$ cat src/core/gtpc_consts.svh
// Behaviour
// - Count on prescaled timer reference clock enable
// - Period equals compare-B value in ticks
// - Match-A event at compare-A value
// - Clear command resets state, loads both buffers unless update-always is set
// - No start while compare-B is zero, except in capture mode
// - Without update-always, buffers reload on clear or B match
// - Update-always loads buffers on every write
// - Periodic mode toggles pin on match A
// - Compare-A zero holds pin level
// - A equal B toggles at count start
// - Initial pin level from initial-level bit
// - One-shot gives single PWM-shaped pulse
// - PWM period from B, width from A
// - PWM mode triggers ADC at match A
// - Start-linked timers start together
// - Clear-linked timers clear on shorter period
// - Unlinked timers run independently
// - Capture on pin edges, five cycles late
// - Clear-select field picks counter clear edge
// - ADC trigger drops after three cycles
// - Readable and writable 16-bit counter
// - Overflow flag only on FFFF to zero
`ifndef GTPC_CONSTS_SVH
`define GTPC_CONSTS_SVH

`define GTPC_OFS_CTRL 8'h00
`define GTPC_OFS_CMD 8'h04
`define GTPC_OFS_CMPA 8'h08
`define GTPC_OFS_CMPB 8'h0c
`define GTPC_OFS_COUNT 8'h10
`define GTPC_OFS_STATUS 8'h14
`define GTPC_OFS_CAPT 8'h18
`define GTPC_OFS_PRESC 8'h1c

`define GTPC_CTRL_MODE_LO 0
`define GTPC_CTRL_UAO 2
`define GTPC_CTRL_LVL 3
`define GTPC_CTRL_START_LINK_BIT 4
`define GTPC_CTRL_CLEAR_LINK_BIT 5
`define GTPC_CTRL_CLR_LO 6
`define GTPC_CTRL_ADCEN 8

`define GTPC_CMD_EN 0
`define GTPC_CMD_CLR 1

`define GTPC_ST_MATCHA 0
`define GTPC_ST_MATCHB 1
`define GTPC_ST_OVF 2
`define GTPC_ST_CAPT 3
`define GTPC_ST_RUN 4

`define GTPC_CAPT_DELAY 3'h5
`define GTPC_TRIG_LEN 2'h3
`define GTPC_PRESC_RST 16'h0000

`endif

$ cat src/core/gtpc_pkg.sv
package gtpc_pkg;
    typedef enum logic [1:0] {
        GTPC_PERIODIC,
        GTPC_ONESHOT,
        GTPC_PWM,
        GTPC_CAPTURE
    } gtpc_mode_t;

    typedef enum logic [1:0] {
        GTPC_CLR_NONE,
        GTPC_CLR_RISE,
        GTPC_CLR_FALL,
        GTPC_CLR_BOTH
    } gtpc_clr_t;

    typedef enum logic [1:0] {
        GTPC_IDLE,
        GTPC_RUN,
        GTPC_DONE
    } gtpc_state_t;
endpackage : gtpc_pkg

$ cat src/core/gtpc_timer.sv
`timescale 1ns/1ps
`default_nettype none
`include "gtpc_consts.svh"

module gtpc_timer (
    input wire logic clock,
    input wire logic rst,
    // AXI4-Lite slave
    input wire logic [7:0] s_axi_awaddr,
    input wire logic s_axi_awvalid,
    output logic s_axi_awready,
    input wire logic [31:0] s_axi_wdata,
    input wire logic [3:0] s_axi_wstrb,
    input wire logic s_axi_wvalid,
    output logic s_axi_wready,
    output logic [1:0] s_axi_bresp,
    output logic s_axi_bvalid,
    input wire logic s_axi_bready,
    input wire logic [7:0] s_axi_araddr,
    input wire logic s_axi_arvalid,
    output logic s_axi_arready,
    output logic [31:0] s_axi_rdata,
    output logic [1:0] s_axi_rresp,
    output logic s_axi_rvalid,
    input wire logic s_axi_rready,
    // Timer pin, bidirectional
    input wire logic timer_pin_i,
    output logic timer_pin_o,
    output logic timer_pin_oe,
    // Sibling timer links
    input wire logic sync_start_in,
    output logic sync_start_out,
    input wire logic sync_clear_in,
    output logic sync_clear_out,
    output logic adc_trigger
);
    ////////////////////////////////////////////////////////////////////
    // Registers and bus handshake
    logic [15:0] ctrl_q;
    logic count_enable_bit_q;
    logic [15:0] compare_a_value_q;
    logic [15:0] compare_b_period_q;
    logic [15:0] count_value_q;
    logic [15:0] presc_q;
    logic [15:0] capt_q;
    logic [4:0] status_q;
    logic [7:0] awaddr_q;
    logic aw_held_q;
    logic [31:0] wdata_q;
    logic [3:0] wstrb_q;
    logic w_held_q;
    logic wr_go;
    logic [15:0] wval;

    gtpc_pkg::gtpc_mode_t mode;
    gtpc_pkg::gtpc_clr_t clr_sel;
    assign mode = gtpc_pkg::gtpc_mode_t'(ctrl_q[`GTPC_CTRL_MODE_LO +: 2]);
    assign clr_sel = gtpc_pkg::gtpc_clr_t'(ctrl_q[`GTPC_CTRL_CLR_LO +: 2]);

    function automatic logic [15:0] merge16(input logic [15:0] old, input logic [31:0] d,
                                            input logic [3:0] s);
        merge16 = {s[1] ? d[15:8] : old[15:8], s[0] ? d[7:0] : old[7:0]};
    endfunction : merge16

    always_ff @(posedge clock or posedge rst) begin
        if (rst) begin
            aw_held_q <= 1'b0;
            awaddr_q <= 8'h00;
        end else if (wr_go) begin
            aw_held_q <= 1'b0;
        end else if (s_axi_awvalid && s_axi_awready) begin
            aw_held_q <= 1'b1;
            awaddr_q <= s_axi_awaddr;
        end
    end

    always_ff @(posedge clock or posedge rst) begin
        if (rst) begin
            w_held_q <= 1'b0;
            wdata_q <= 32'h00000000;
            wstrb_q <= 4'h0;
        end else if (wr_go) begin
            w_held_q <= 1'b0;
        end else if (s_axi_wvalid && s_axi_wready) begin
            w_held_q <= 1'b1;
            wdata_q <= s_axi_wdata;
            wstrb_q <= s_axi_wstrb;
        end
    end

    assign wr_go = aw_held_q && w_held_q && !s_axi_bvalid;

    always_ff @(posedge clock or posedge rst) begin
        if (rst) begin
            s_axi_awready <= 1'b0;
            s_axi_wready <= 1'b0;
        end else begin
            s_axi_awready <= !aw_held_q && !(s_axi_awvalid && s_axi_awready) && !s_axi_bvalid;
            s_axi_wready <= !w_held_q && !(s_axi_wvalid && s_axi_wready) && !s_axi_bvalid;
        end
    end

    always_ff @(posedge clock or posedge rst) begin
        if (rst) begin
            s_axi_bvalid <= 1'b0;
            s_axi_bresp <= 2'h0;
        end else if (wr_go) begin
            s_axi_bvalid <= 1'b1;
            s_axi_bresp <= (awaddr_q[7:2] > `GTPC_OFS_PRESC >> 2) ? 2'h2 : 2'h0;
        end else if (s_axi_bready) begin
            s_axi_bvalid <= 1'b0;
        end
    end

    logic wr_ctrl, wr_cmd, wr_a, wr_b, wr_cnt, wr_presc;
    assign wval = wdata_q[15:0];
    assign wr_ctrl = wr_go && awaddr_q[7:2] == `GTPC_OFS_CTRL >> 2;
    assign wr_cmd = wr_go && awaddr_q[7:2] == `GTPC_OFS_CMD >> 2;
    assign wr_a = wr_go && awaddr_q[7:2] == `GTPC_OFS_CMPA >> 2;
    assign wr_b = wr_go && awaddr_q[7:2] == `GTPC_OFS_CMPB >> 2;
    assign wr_cnt = wr_go && awaddr_q[7:2] == `GTPC_OFS_COUNT >> 2;
    assign wr_presc = wr_go && awaddr_q[7:2] == `GTPC_OFS_PRESC >> 2;

    logic timer_clear_cmd;
    assign timer_clear_cmd = wr_cmd && wstrb_q[0] && wdata_q[`GTPC_CMD_CLR];

    ////////////////////////////////////////////////////////////////////
    // Read channel
    always_ff @(posedge clock or posedge rst) begin
        if (rst) begin
            s_axi_arready <= 1'b0;
            s_axi_rvalid <= 1'b0;
            s_axi_rdata <= 32'h00000000;
            s_axi_rresp <= 2'h0;
        end else if (s_axi_arvalid && s_axi_arready) begin
            s_axi_arready <= 1'b0;
            s_axi_rvalid <= 1'b1;
            s_axi_rresp <= 2'h0;
            unique case (s_axi_araddr[7:2])
                `GTPC_OFS_CTRL >> 2: s_axi_rdata <= {16'h0000, ctrl_q};
                `GTPC_OFS_CMD >> 2: s_axi_rdata <= {31'h00000000, count_enable_bit_q};
                `GTPC_OFS_CMPA >> 2: s_axi_rdata <= {16'h0000, compare_a_value_q};
                `GTPC_OFS_CMPB >> 2: s_axi_rdata <= {16'h0000, compare_b_period_q};
                `GTPC_OFS_COUNT >> 2: s_axi_rdata <= {16'h0000, count_value_q};
                `GTPC_OFS_STATUS >> 2: s_axi_rdata <= {27'h0000000, status_q};
                `GTPC_OFS_CAPT >> 2: s_axi_rdata <= {16'h0000, capt_q};
                `GTPC_OFS_PRESC >> 2: s_axi_rdata <= {16'h0000, presc_q};
                default: begin
                    s_axi_rdata <= 32'h00000000;
                    s_axi_rresp <= 2'h2;
                end
            endcase
        end else if (s_axi_rvalid) begin
            if (s_axi_rready) begin
                s_axi_rvalid <= 1'b0;
                s_axi_arready <= 1'b1;
            end
        end else begin
            s_axi_arready <= 1'b1;
        end
    end

    ////////////////////////////////////////////////////////////////////
    // Control registers; only reset returns them to reset values, the clear command leaves them
    always_ff @(posedge clock or posedge rst) begin
        if (rst) begin
            ctrl_q <= 16'h0000;
        end else if (wr_ctrl) begin
            ctrl_q <= merge16(ctrl_q, wdata_q, wstrb_q);
        end
    end

    always_ff @(posedge clock or posedge rst) begin
        if (rst) begin
            compare_a_value_q <= 16'h0000;
            compare_b_period_q <= 16'h0000;
            presc_q <= `GTPC_PRESC_RST;
        end else begin
            if (wr_a) compare_a_value_q <= merge16(compare_a_value_q, wdata_q, wstrb_q);
            if (wr_b) compare_b_period_q <= merge16(compare_b_period_q, wdata_q, wstrb_q);
            if (wr_presc) presc_q <= merge16(presc_q, wdata_q, wstrb_q);
        end
    end

    ////////////////////////////////////////////////////////////////////
    // Compare buffers
    logic [15:0] compare_buffer_zero, compare_buffer_one;
    logic match_b;
    logic update_always_bit;
    logic load_a, load_b;
    assign update_always_bit = ctrl_q[`GTPC_CTRL_UAO];
    // Without update-always the new values wait for a period boundary: no glitched PWM
    assign load_a = (!update_always_bit && (timer_clear_cmd || match_b)) || (update_always_bit && wr_a);
    assign load_b = (!update_always_bit && (timer_clear_cmd || match_b)) || (update_always_bit && wr_b);

    // Register write lands next edge; buffer copies after that
    logic load_a_q, load_b_q;
    always_ff @(posedge clock or posedge rst) begin
        if (rst) begin
            load_a_q <= 1'b0;
            load_b_q <= 1'b0;
        end else begin
            load_a_q <= load_a;
            load_b_q <= load_b;
        end
    end

    gtpc_cmp_buf u_buf (
        .clock(clock),
        .rst(rst),
        .load_a(load_a_q),
        .load_b(load_b_q),
        .data_a(compare_a_value_q),
        .data_b(compare_b_period_q),
        .buf_zero(compare_buffer_zero),
        .buf_one(compare_buffer_one)
    );

    ////////////////////////////////////////////////////////////////////
    // Prescaler: one-cycle tick every presc_q+1 clocks
    logic [15:0] div_q;
    logic tick;
    assign tick = (div_q == presc_q);
    always_ff @(posedge clock or posedge rst) begin
        if (rst) begin
            div_q <= 16'h0000;
        end else if (timer_clear_cmd || tick || !count_enable_bit_q) begin
            div_q <= 16'h0000;
        end else begin
            div_q <= div_q + 16'h0001;
        end
    end

    ////////////////////////////////////////////////////////////////////
    // Enable and start linking
    logic start_req;
    logic en_cmd;
    assign en_cmd = wr_cmd && wstrb_q[0] && wdata_q[`GTPC_CMD_EN];
    // Unlinked timers ignore sibling start pulses
    assign start_req = en_cmd || (ctrl_q[`GTPC_CTRL_START_LINK_BIT] && sync_start_in);

    gtpc_pkg::gtpc_state_t state_q;
    logic running;
    assign running = state_q == gtpc_pkg::GTPC_RUN;

    always_ff @(posedge clock or posedge rst) begin
        if (rst) begin
            count_enable_bit_q <= 1'b0;
        end else if (timer_clear_cmd) begin
            count_enable_bit_q <= 1'b0;
        end else if (wr_cmd && wstrb_q[0]) begin
            count_enable_bit_q <= wdata_q[`GTPC_CMD_EN];
        end else if (start_req) begin
            count_enable_bit_q <= 1'b1;
        end
    end

    always_ff @(posedge clock or posedge rst) begin
        if (rst) begin
            sync_start_out <= 1'b0;
        end else begin
            sync_start_out <= en_cmd && ctrl_q[`GTPC_CTRL_START_LINK_BIT];
        end
    end

    ////////////////////////////////////////////////////////////////////
    // Counter
    logic pin_s1_q, pin_s2_q, pin_s3_q;
    logic cap_rise, cap_fall, cap_edge, cap_clear;
    logic clr_in_s1_q, clr_in_q;
    logic match_a;
    logic last_tick;
    logic ext_clear;
    // Compare in buffer terms: period of B ticks, count 0..B-1
    assign last_tick = (count_value_q == compare_buffer_one - 16'h0001);
    assign match_b = running && tick && mode != gtpc_pkg::GTPC_CAPTURE && last_tick;
    assign match_a = running && tick && mode != gtpc_pkg::GTPC_CAPTURE
                     && compare_buffer_zero != 16'h0000
                     && count_value_q == compare_buffer_zero - 16'h0001;
    assign ext_clear = ctrl_q[`GTPC_CTRL_CLEAR_LINK_BIT] && clr_in_q;

    always_ff @(posedge clock or posedge rst) begin
        if (rst) begin
            clr_in_s1_q <= 1'b0;
            clr_in_q <= 1'b0;
        end else begin
            clr_in_s1_q <= sync_clear_in;
            clr_in_q <= clr_in_s1_q;
        end
    end

    always_ff @(posedge clock or posedge rst) begin
        if (rst) begin
            sync_clear_out <= 1'b0;
        end else begin
            sync_clear_out <= match_b && ctrl_q[`GTPC_CTRL_CLEAR_LINK_BIT];
        end
    end

    always_ff @(posedge clock or posedge rst) begin
        if (rst) begin
            state_q <= gtpc_pkg::GTPC_IDLE;
        end else if (timer_clear_cmd || !count_enable_bit_q) begin
            state_q <= gtpc_pkg::GTPC_IDLE;
        end else begin
            unique case (state_q)
                gtpc_pkg::GTPC_IDLE: begin
                    // Zero period cannot start, except in capture mode
                    if (compare_buffer_one != 16'h0000 || mode == gtpc_pkg::GTPC_CAPTURE) begin
                        state_q <= gtpc_pkg::GTPC_RUN;
                    end
                end
                gtpc_pkg::GTPC_RUN: begin
                    if (match_b && mode == gtpc_pkg::GTPC_ONESHOT) begin
                        state_q <= gtpc_pkg::GTPC_DONE;
                    end
                end
                gtpc_pkg::GTPC_DONE: begin
                end
            endcase
        end
    end

    always_ff @(posedge clock or posedge rst) begin
        if (rst) begin
            count_value_q <= 16'h0000;
        end else if (timer_clear_cmd) begin
            count_value_q <= 16'h0000;
        end else if (wr_cnt) begin
            count_value_q <= merge16(count_value_q, wdata_q, wstrb_q);
        end else if (cap_clear || (running && ext_clear)) begin
            count_value_q <= 16'h0000;
        end else if (match_b) begin
            count_value_q <= 16'h0000;
        end else if (running && tick) begin
            count_value_q <= count_value_q + 16'h0001;
        end
    end

    ////////////////////////////////////////////////////////////////////
    // Capture: sync pin, edges delayed to the fixed capture point
    always_ff @(posedge clock or posedge rst) begin
        if (rst) begin
            pin_s1_q <= 1'b0;
            pin_s2_q <= 1'b0;
            pin_s3_q <= 1'b0;
        end else begin
            pin_s1_q <= timer_pin_i;
            pin_s2_q <= pin_s1_q;
            pin_s3_q <= pin_s2_q;
        end
    end

    // Edge seen 3 cycles after pin; two more stages reach 5
    logic [1:0] rise_d_q, fall_d_q;
    always_ff @(posedge clock or posedge rst) begin
        if (rst) begin
            rise_d_q <= 2'h0;
            fall_d_q <= 2'h0;
        end else begin
            rise_d_q <= {rise_d_q[0], pin_s2_q && !pin_s3_q};
            fall_d_q <= {fall_d_q[0], !pin_s2_q && pin_s3_q};
        end
    end
    assign cap_rise = running && mode == gtpc_pkg::GTPC_CAPTURE && rise_d_q[1];
    assign cap_fall = running && mode == gtpc_pkg::GTPC_CAPTURE && fall_d_q[1];
    assign cap_edge = cap_rise || cap_fall;
    assign cap_clear = (cap_rise && (clr_sel == gtpc_pkg::GTPC_CLR_RISE
                                     || clr_sel == gtpc_pkg::GTPC_CLR_BOTH))
                    || (cap_fall && (clr_sel == gtpc_pkg::GTPC_CLR_FALL
                                     || clr_sel == gtpc_pkg::GTPC_CLR_BOTH));

    always_ff @(posedge clock or posedge rst) begin
        if (rst) begin
            capt_q <= 16'h0000;
        end else if (timer_clear_cmd) begin
            capt_q <= 16'h0000;
        end else if (cap_edge) begin
            capt_q <= count_value_q;
        end
    end

    ////////////////////////////////////////////////////////////////////
    // Status: hardware set wins over write-one-to-clear
    logic ovf;
    assign ovf = running && tick && count_value_q == 16'hffff && !match_b;
    logic [4:0] st_set;
    assign st_set = {1'b0, cap_edge, ovf, match_b, match_a};
    always_ff @(posedge clock or posedge rst) begin
        if (rst) begin
            status_q <= 5'h00;
        end else if (timer_clear_cmd) begin
            status_q <= 5'h00;
        end else begin
            status_q[3:0] <= st_set[3:0] | (status_q[3:0]
                & ~((wr_go && awaddr_q[7:2] == `GTPC_OFS_STATUS >> 2) ? wdata_q[3:0] : 4'h0));
            status_q[`GTPC_ST_RUN] <= running;
        end
    end

    ////////////////////////////////////////////////////////////////////
    // Pin output
    logic lvl;
    logic start_edge;
    logic running_q;
    assign lvl = ctrl_q[`GTPC_CTRL_LVL];
    always_ff @(posedge clock or posedge rst) begin
        if (rst) begin
            running_q <= 1'b0;
        end else begin
            running_q <= running;
        end
    end
    assign start_edge = running && !running_q;

    always_ff @(posedge clock or posedge rst) begin
        if (rst) begin
            timer_pin_o <= 1'b0;
            timer_pin_oe <= 1'b0;
        end else begin
            timer_pin_oe <= mode != gtpc_pkg::GTPC_CAPTURE;
            if (timer_clear_cmd || state_q == gtpc_pkg::GTPC_IDLE) begin
                timer_pin_o <= lvl;
            end else if (mode == gtpc_pkg::GTPC_PERIODIC) begin
                if (start_edge && compare_buffer_zero == compare_buffer_one) begin
                    timer_pin_o <= !timer_pin_o;
                end else if (match_a && compare_buffer_zero != compare_buffer_one) begin
                    timer_pin_o <= !timer_pin_o;
                end
            end else if (state_q == gtpc_pkg::GTPC_DONE) begin
                timer_pin_o <= !lvl;
            end else if (mode != gtpc_pkg::GTPC_CAPTURE) begin
                // Active level from start of period until match A
                if (match_b) begin
                    // One-shot must not show a stray active cycle before it stops
                    timer_pin_o <= (mode == gtpc_pkg::GTPC_PWM) ? lvl : !lvl;
                end else if (match_a) begin
                    timer_pin_o <= !lvl;
                end
            end
        end
    end

    ////////////////////////////////////////////////////////////////////
    // ADC trigger, self-clearing
    logic [1:0] trig_cnt_q;
    always_ff @(posedge clock or posedge rst) begin
        if (rst) begin
            trig_cnt_q <= 2'h0;
            adc_trigger <= 1'b0;
        end else if (match_a && mode == gtpc_pkg::GTPC_PWM && ctrl_q[`GTPC_CTRL_ADCEN]) begin
            trig_cnt_q <= `GTPC_TRIG_LEN;
            adc_trigger <= 1'b1;
        end else if (trig_cnt_q != 2'h0) begin
            trig_cnt_q <= trig_cnt_q - 2'h1;
            adc_trigger <= trig_cnt_q != 2'h1;
        end
    end
endmodule : gtpc_timer
`default_nettype wire

$ cat src/core/gtpc_cmp_buf.sv
`timescale 1ns/1ps
`default_nettype none
`include "gtpc_consts.svh"

// Two-word compare buffer; read data registered
module gtpc_cmp_buf (
    input wire logic clock,
    input wire logic rst,
    input wire logic load_a,
    input wire logic load_b,
    input wire logic [15:0] data_a,
    input wire logic [15:0] data_b,
    output logic [15:0] buf_zero,
    output logic [15:0] buf_one
);
    always_ff @(posedge clock or posedge rst) begin
        if (rst) begin
            buf_zero <= 16'h0000;
        end else if (load_a) begin
            buf_zero <= data_a;
        end
    end

    always_ff @(posedge clock or posedge rst) begin
        if (rst) begin
            buf_one <= 16'h0000;
        end else if (load_b) begin
            buf_one <= data_b;
        end
    end
endmodule : gtpc_cmp_buf
`default_nettype wire

$ cat config.mk
export PLATFORM = sky130hd
export DESIGN_NAME = gtpc_timer
export DESIGN_NICKNAME = d
export VERILOG_FILES = /design/src/core/gtpc_pkg.sv /design/src/core/gtpc_timer.sv /design/src/core/gtpc_cmp_buf.sv
export VERILOG_INCLUDE_DIRS = /design/src /design/src/core
export SDC_FILE = /design/constraint.sdc
export NUM_CORES = 1
export LEC_CHECK = 0
export ABC_AREA = 1
export BUFFER_PORTS_ARGS = -buffer_cell sky130_fd_sc_hd__buf_2
export CORE_MARGIN = 5
export CORE_UTILIZATION = 44
export DETAILED_ROUTE_END_ITERATION = 6
export HOLD_SLACK_MARGIN = 0.1
export PLACE_DENSITY = 0.61
export SLEW_MARGIN = 20
export SYNTH_ARGS = -nofsm -noshare
export SYNTH_HDL_FRONTEND = slang
export SYNTH_SLANG_ARGS = --single-unit
export TNS_END_PERCENT = 100
$ cat constraint.sdc
create_clock -name clock -period 8.9 [get_ports clock]
set_clock_uncertainty 0.1 [all_clocks]
set_input_delay 1.78 -clock clock [delete_from_list [all_inputs] [get_ports clock]]
set_output_delay 1.78 -clock clock [all_outputs]
set_load 0.01 [all_outputs]
Word level (Yosys, flattened, before mapping)
Index checks and enable logic that the tools add are counted.
{ "op_classes": {"n_addsub": 5, "n_lt_le_gt_ge": 1, "eq_ne": 35, "muxes": 47, "bitwise_logic": 4, "n_reduce_logical": 106} }
{ "ops": {"columns": ["cell", "n"], "rows": [
  ["$mux W16", 8],
  ["$pmux W16 S8", 1],
  ["$eq A16 B16 Y1", 4],
  ["$logic_and A1 B1 Y1", 47],
  ["$eq A6 B3 Y1 const B", 7],
  ["$add A16 B1 Y16 const B", 2],
  ["$reduce_bool A16 Y1", 2],
  ["$sub A16 B1 Y16 const B", 2],
  ["$mux W1", 26],
  ["$eq A6 B2 Y1 const B", 4],
  ["$reduce_and A2 Y1", 12],
  ["$eq A16 B16 Y1 const B", 1],
  ["$mux W8", 2],
  ["$ne A16 B16 Y1", 1],
  ["$logic_or A1 B1 Y1", 14],
  ["$mux W2", 7],
  ["$logic_not A1 Y1", 13],
  ["$eq A6 B1 Y1 const B", 2],
  ["$logic_not A6 Y1", 2],
  ["$reduce_bool A2 Y1", 6],
  ["$eq A2 B2 Y1 const B", 5],
  ["$reduce_bool A5 Y1", 2],
  ["$reduce_or A8 Y1", 1],
  ["$eq A2 B1 Y1 const B", 3],
  ["other kinds (19)", 24]
]} }
{ "word_totals": {"ff_bits": 240, "in_bits": 62, "output_inout_bits": 46, "elab_cells": 244} }

Depth between registers and ports, before layout
{ "logic_depth": {"depth_word": 11, "ltp_mapped": 19, "mapped_depth_nobuf": 19} }

Cells and area by module
From an unflattened synthesis, not the netlist that was laid out.
{ "hier_totals": {"cells_unflattened": 1588, "hier_area_um2": 12147.9} }
{ "modules_own_cells": {"columns": ["module", "n_inst", "cells_each", "area_each_um2", "seq_area_each_um2"], "rows": [
  ["gtpc_timer", 1, 1451, 10881.7, 4704.5],
  ["gtpc_cmp_buf", 1, 137, 1266.2, 800.8]
]} }

Worst setup path after synthesis
No wires, ideal clock.
{ "synth_timing": {"kind": "input to register", "start": "in s_axi_araddr[7]", "end": "reg s_axi_rdata[8]", "setup_ns": 0.066, "t_arrival_ns": 3.128, "required_time_ns": 8.734, "slack_ns": 5.607, "stages": 8, "path_buffers": 1, "path_cell_list": "nor2_1 inv_1 nor3_1 buf_2 a22oi_1 o2111ai_1 nand2_1 nand2_1"} }
{ "synth_via": {"elab_chain_cells": 2, "word_cells_on_any_way": 9, "classes_between": "eq/ne (7); mux (1); reduce/logical (1)"} }
{ "synth_lines": {"columns": ["item", "line_no", "text"], "rows": [
  ["start, declared", "gtpc_timer.sv:19", "input wire logic [7:0] s_axi_araddr,"],
  ["$eq A6 B3 Y1 (tied with other cells)", "gtpc_timer.sv:139", "unique case (s_axi_araddr[7:2])"],
  ["$pmux W16 S8 *", "gtpc_timer.sv:139", null],
  ["end signal, assigned", "gtpc_timer.sv:140", "`GTPC_OFS_CTRL >> 2: s_axi_rdata <= {16'h0000, ctrl_q};"],
  ["end signal, assigned", "gtpc_timer.sv:141", "`GTPC_OFS_CMD >> 2: s_axi_rdata <= {31'h00000000, count_enable_bit_q};"],
  ["end signal, assigned", "gtpc_timer.sv:142", "`GTPC_OFS_CMPA >> 2: s_axi_rdata <= {16'h0000, compare_a_value_q};"],
  ["end, declared", "gtpc_timer.sv:22", "output logic [31:0] s_axi_rdata,"]
]} }
Every way passes the cells marked *; elsewhere a longest branch is shown, timed or not.
A chain may end at the register's enable or synchronous reset.

Worst setup path after layout
{ "layout_timing": {"start": "in s_axi_araddr[7]", "end": "reg s_axi_rdata[4]"} }
Same word-level chain as after synthesis.

==> flow_summary_export.csv <==
group,metric,value,unit
place,hpwlAfterDp,24400,um
detailed_routing,via_count,9882,
clock_network,cts_tree,"done",
timing,min_period,3300,ps
global_route,grt_overflow,0,
logic_synthesis,synth-edff-count,0,
timing,relSlewSlack,0.355,
detailed_routing,viasPerCell,5.23,
floorplan,core-area,26100,um^2
floorplan,die_h,173,um
layout,area_growth,11.9,%
critical_path,critPathMaxFanout,13,
place,place.gp.congestion,0.935,
clock_network,cts_buffers,24,
clock_network,cts.path.max_buffers,3,
logic_synthesis,ys.flop_type,"dfrtp_1",
pwr,intPower,1.96,mW
critical_path,cp_slowest_cell,"nor2_1",
layout,insertedDiodeCount,0,
critical_path,crit_type,"in2reg",
timing,min_period_over_period,0.370,
timing,setup_viol,0,
timing,setup_tns,0,ps
logic_synthesis,synthCells,1475,
logic_synthesis,ys_seq_area_frac,0.472,
place,place_area,12200,um^2
global_route,antenna_found_initial,0,
clock_network,clkSinkCount,220,
status,outcome,"completed",
layout,final_cell_mix,"nand2_1 (391), dfrtp_1 (220), inv_1 (176), nor2_1 (137), o21ai_0 (120)",
pwr,power.switching,0.973,mW
critical_path,crit_buf_inv,4,
critical_path,reg2reg_slack,5910,ps
clock_network,hold_buffers,0,
timing,worstMarginPinSlew,968,ps
pwr,p_per_area,225,nW/um^2
clock_network,clk_pin_slew,60,ps
floorplan,row_count,59,
detailed_routing,final_antenna_net_count,0,
floorplan,start_util,0.447,
floorplan,die_area,29800,um^2
critical_path,critPathTopFamily,"buffers and inverters",
logic_synthesis,avgSynthCellArea,7.90,um^2
layout,drive_above_1_share,0.118,
floorplan,fp.dieW,173,um
floorplan,ios,108,
pwr,pwr-share-seq,0.457,
detailed_routing,routed_wl,32700,um
global_route,grt_pass1_wl,52600,um
detailed_routing,drc,0,
detailed_routing,drt-initial-drc-count,713,
critical_path,path_cells,"buf_2, nor2_1, inv_1, nor3_1, buf_4, inv_1, o22ai_1, a21oi_1, o211ai_1, a21oi_1, o21ai_1",
layout,mostFrequentLayoutCell,"nand2_1",
logic_synthesis,ys_seq_elements,220,
layout,postLayoutCellArea,13000,um^2
pwr,vdd_drop_max,0.000151,V
timing,hold_viol_final,0,
critical_path,start_kind,"input port",
logic_synthesis,yosysWarnings,0,
pwr,power.share.switching,0.332,
logic_synthesis,syn_area,11700,um^2
run,drv_cap,0,
global_route,grt_max_degree,146,
logic_synthesis,synthArstFlopShare,1.00,
detailed_routing,first_pass_iters,5,
critical_path,timing.critical_path.required,9230,ps
pwr,p_clk_frac,0.350,
timing,rsz0062_at_grt,"no",
pwr,p_total,2.93,mW
clock_network,htreeDepth,1,
place,io_buffers,67,
hold_path,hp-class,"reg2reg",
global_route,grt_use_total,0.216,
clock_network,cts_repair_resize_count,0,
timing,clock.fmax,0.303,GHz
pwr,combPwrFrac,0.193,
layout,nets,1604,
global_route,grt_pass1_vias,9554,
clock_network,worst_skew_pair.late_latency,520,ps
pwr,p_leak,6.55,nW
critical_path,end_kind,"flop",
clock_network,cts_setup_buffers,0,
logic_synthesis,ys_types,51,
clock_network,cts_root_buf,"clkbuf_16",
timing,drv_slew,0,
detailed_routing,post_drt_wl_per_cell,17.3,um
critical_path,critPathMaxStageDelay,250,ps
critical_path,cp.arrival,3620,ps
[layer usage]
metal	GRT usage	part of all wire	vias up
li1	-	-	4859
met2	0.352	0.46	305
met3	0.0286	0.065	60
met5	0	0	-
met1	0.304	0.45	4658
met4	0.0606	0.027	0
[cell families after synthesis]
family / synth area share
flip-flops: 0.472
multiplexers: 0.0145
other: 0.000322
AO/OA/AOI/OAI: 0.120
AND/OR/NAND/NOR: 0.256
adder cells (fa/ha/maj): 0.00751
XOR/XNOR: 0.0427
buffers and inverters: 0.0874
[path summary, 6_finish.rpt]
check / cells after the start / start / end
setup / recovery: 11 / s_axi_araddr[7] / s_axi_rdata[4]
max in group asynchronous: 3 / rst / count_value_q[14]
hold / removal: 0 / fall_d_q[0] / fall_d_q[1]
hold reg to reg: 0 / fall_d_q[0] / fall_d_q[1]
min in group asynchronous: 2 / rst / s_axi_rdata[3]
setup reg to reg: 10 / s_axi_bvalid / capt_q[15]
[cells in the mapped netlist (all sizes together), types with 7 or more instances]
| cell | number | area (um^2) |
|---|---|---|
| mux2 | 15 | 169 |
| a31oi | 15 | 93.8 |
| nand3 | 66 | 335 |
| xor2 | 30 | 270 |
| nor3 | 25 | 150 |
| o2111ai | 14 | 123 |
| buf | 28 | 200 |
| dfrtp | 220 | 5510 |
| clkbuf | 28 | 108 |
| nor2 | 155 | 672 |
| a22oi | 8 | 60.1 |
| nand4 | 11 | 68.8 |
| a21oi | 41 | 205 |
| inv | 188 | 706 |
| xnor2 | 26 | 228 |
| o21ai | 135 | 679 |
| o22ai | 23 | 144 |
| nand2 | 402 | 1550 |
| ha | 7 | 87.6 |
| nor3b | 9 | 67.6 |
[metrics by stage]
step | setup slack [ps] | util | std cells | hold WS, ps
2_1_floorplan | 999 | - | 1492 | 231
3_3_place_gp | 5070 | 0.469 | 1844 | 234
3_5_place_dp | 5070 | 0.469 | 1844 | 235
4_1_cts | 5610 | 0.501 | 1888 | 249
5_1_grt | 5410 | 0.501 | 1888 | 261
6_report | 5600 | 0.501 | 1888 | 248
[power groups by stage]
stage	clock network [mW]	registers, mW	logic (mW)
6_report	1.03	1.34	0.565
3_3_place_gp	0	1.35	0.554
5_1_grt	1.09	1.36	0.648
4_1_cts	1.04	1.34	0.572
3_5_place_dp	0	1.35	0.570
2_1_floorplan	0	1.30	0.394
[cell type report]
type | count | area (um^2)
fillers | 2513 | 13000
flip-flops and latches | 220 | 5510
multi-input cells | 1027 | 5200
inverters | 189 | 723
clock buffers | 34 | 709
well taps | 335 | 419
repair buffers | 73 | 380
clock inverters | 10 | 109
Note: power is estimated with default switching activity, not from simulation.
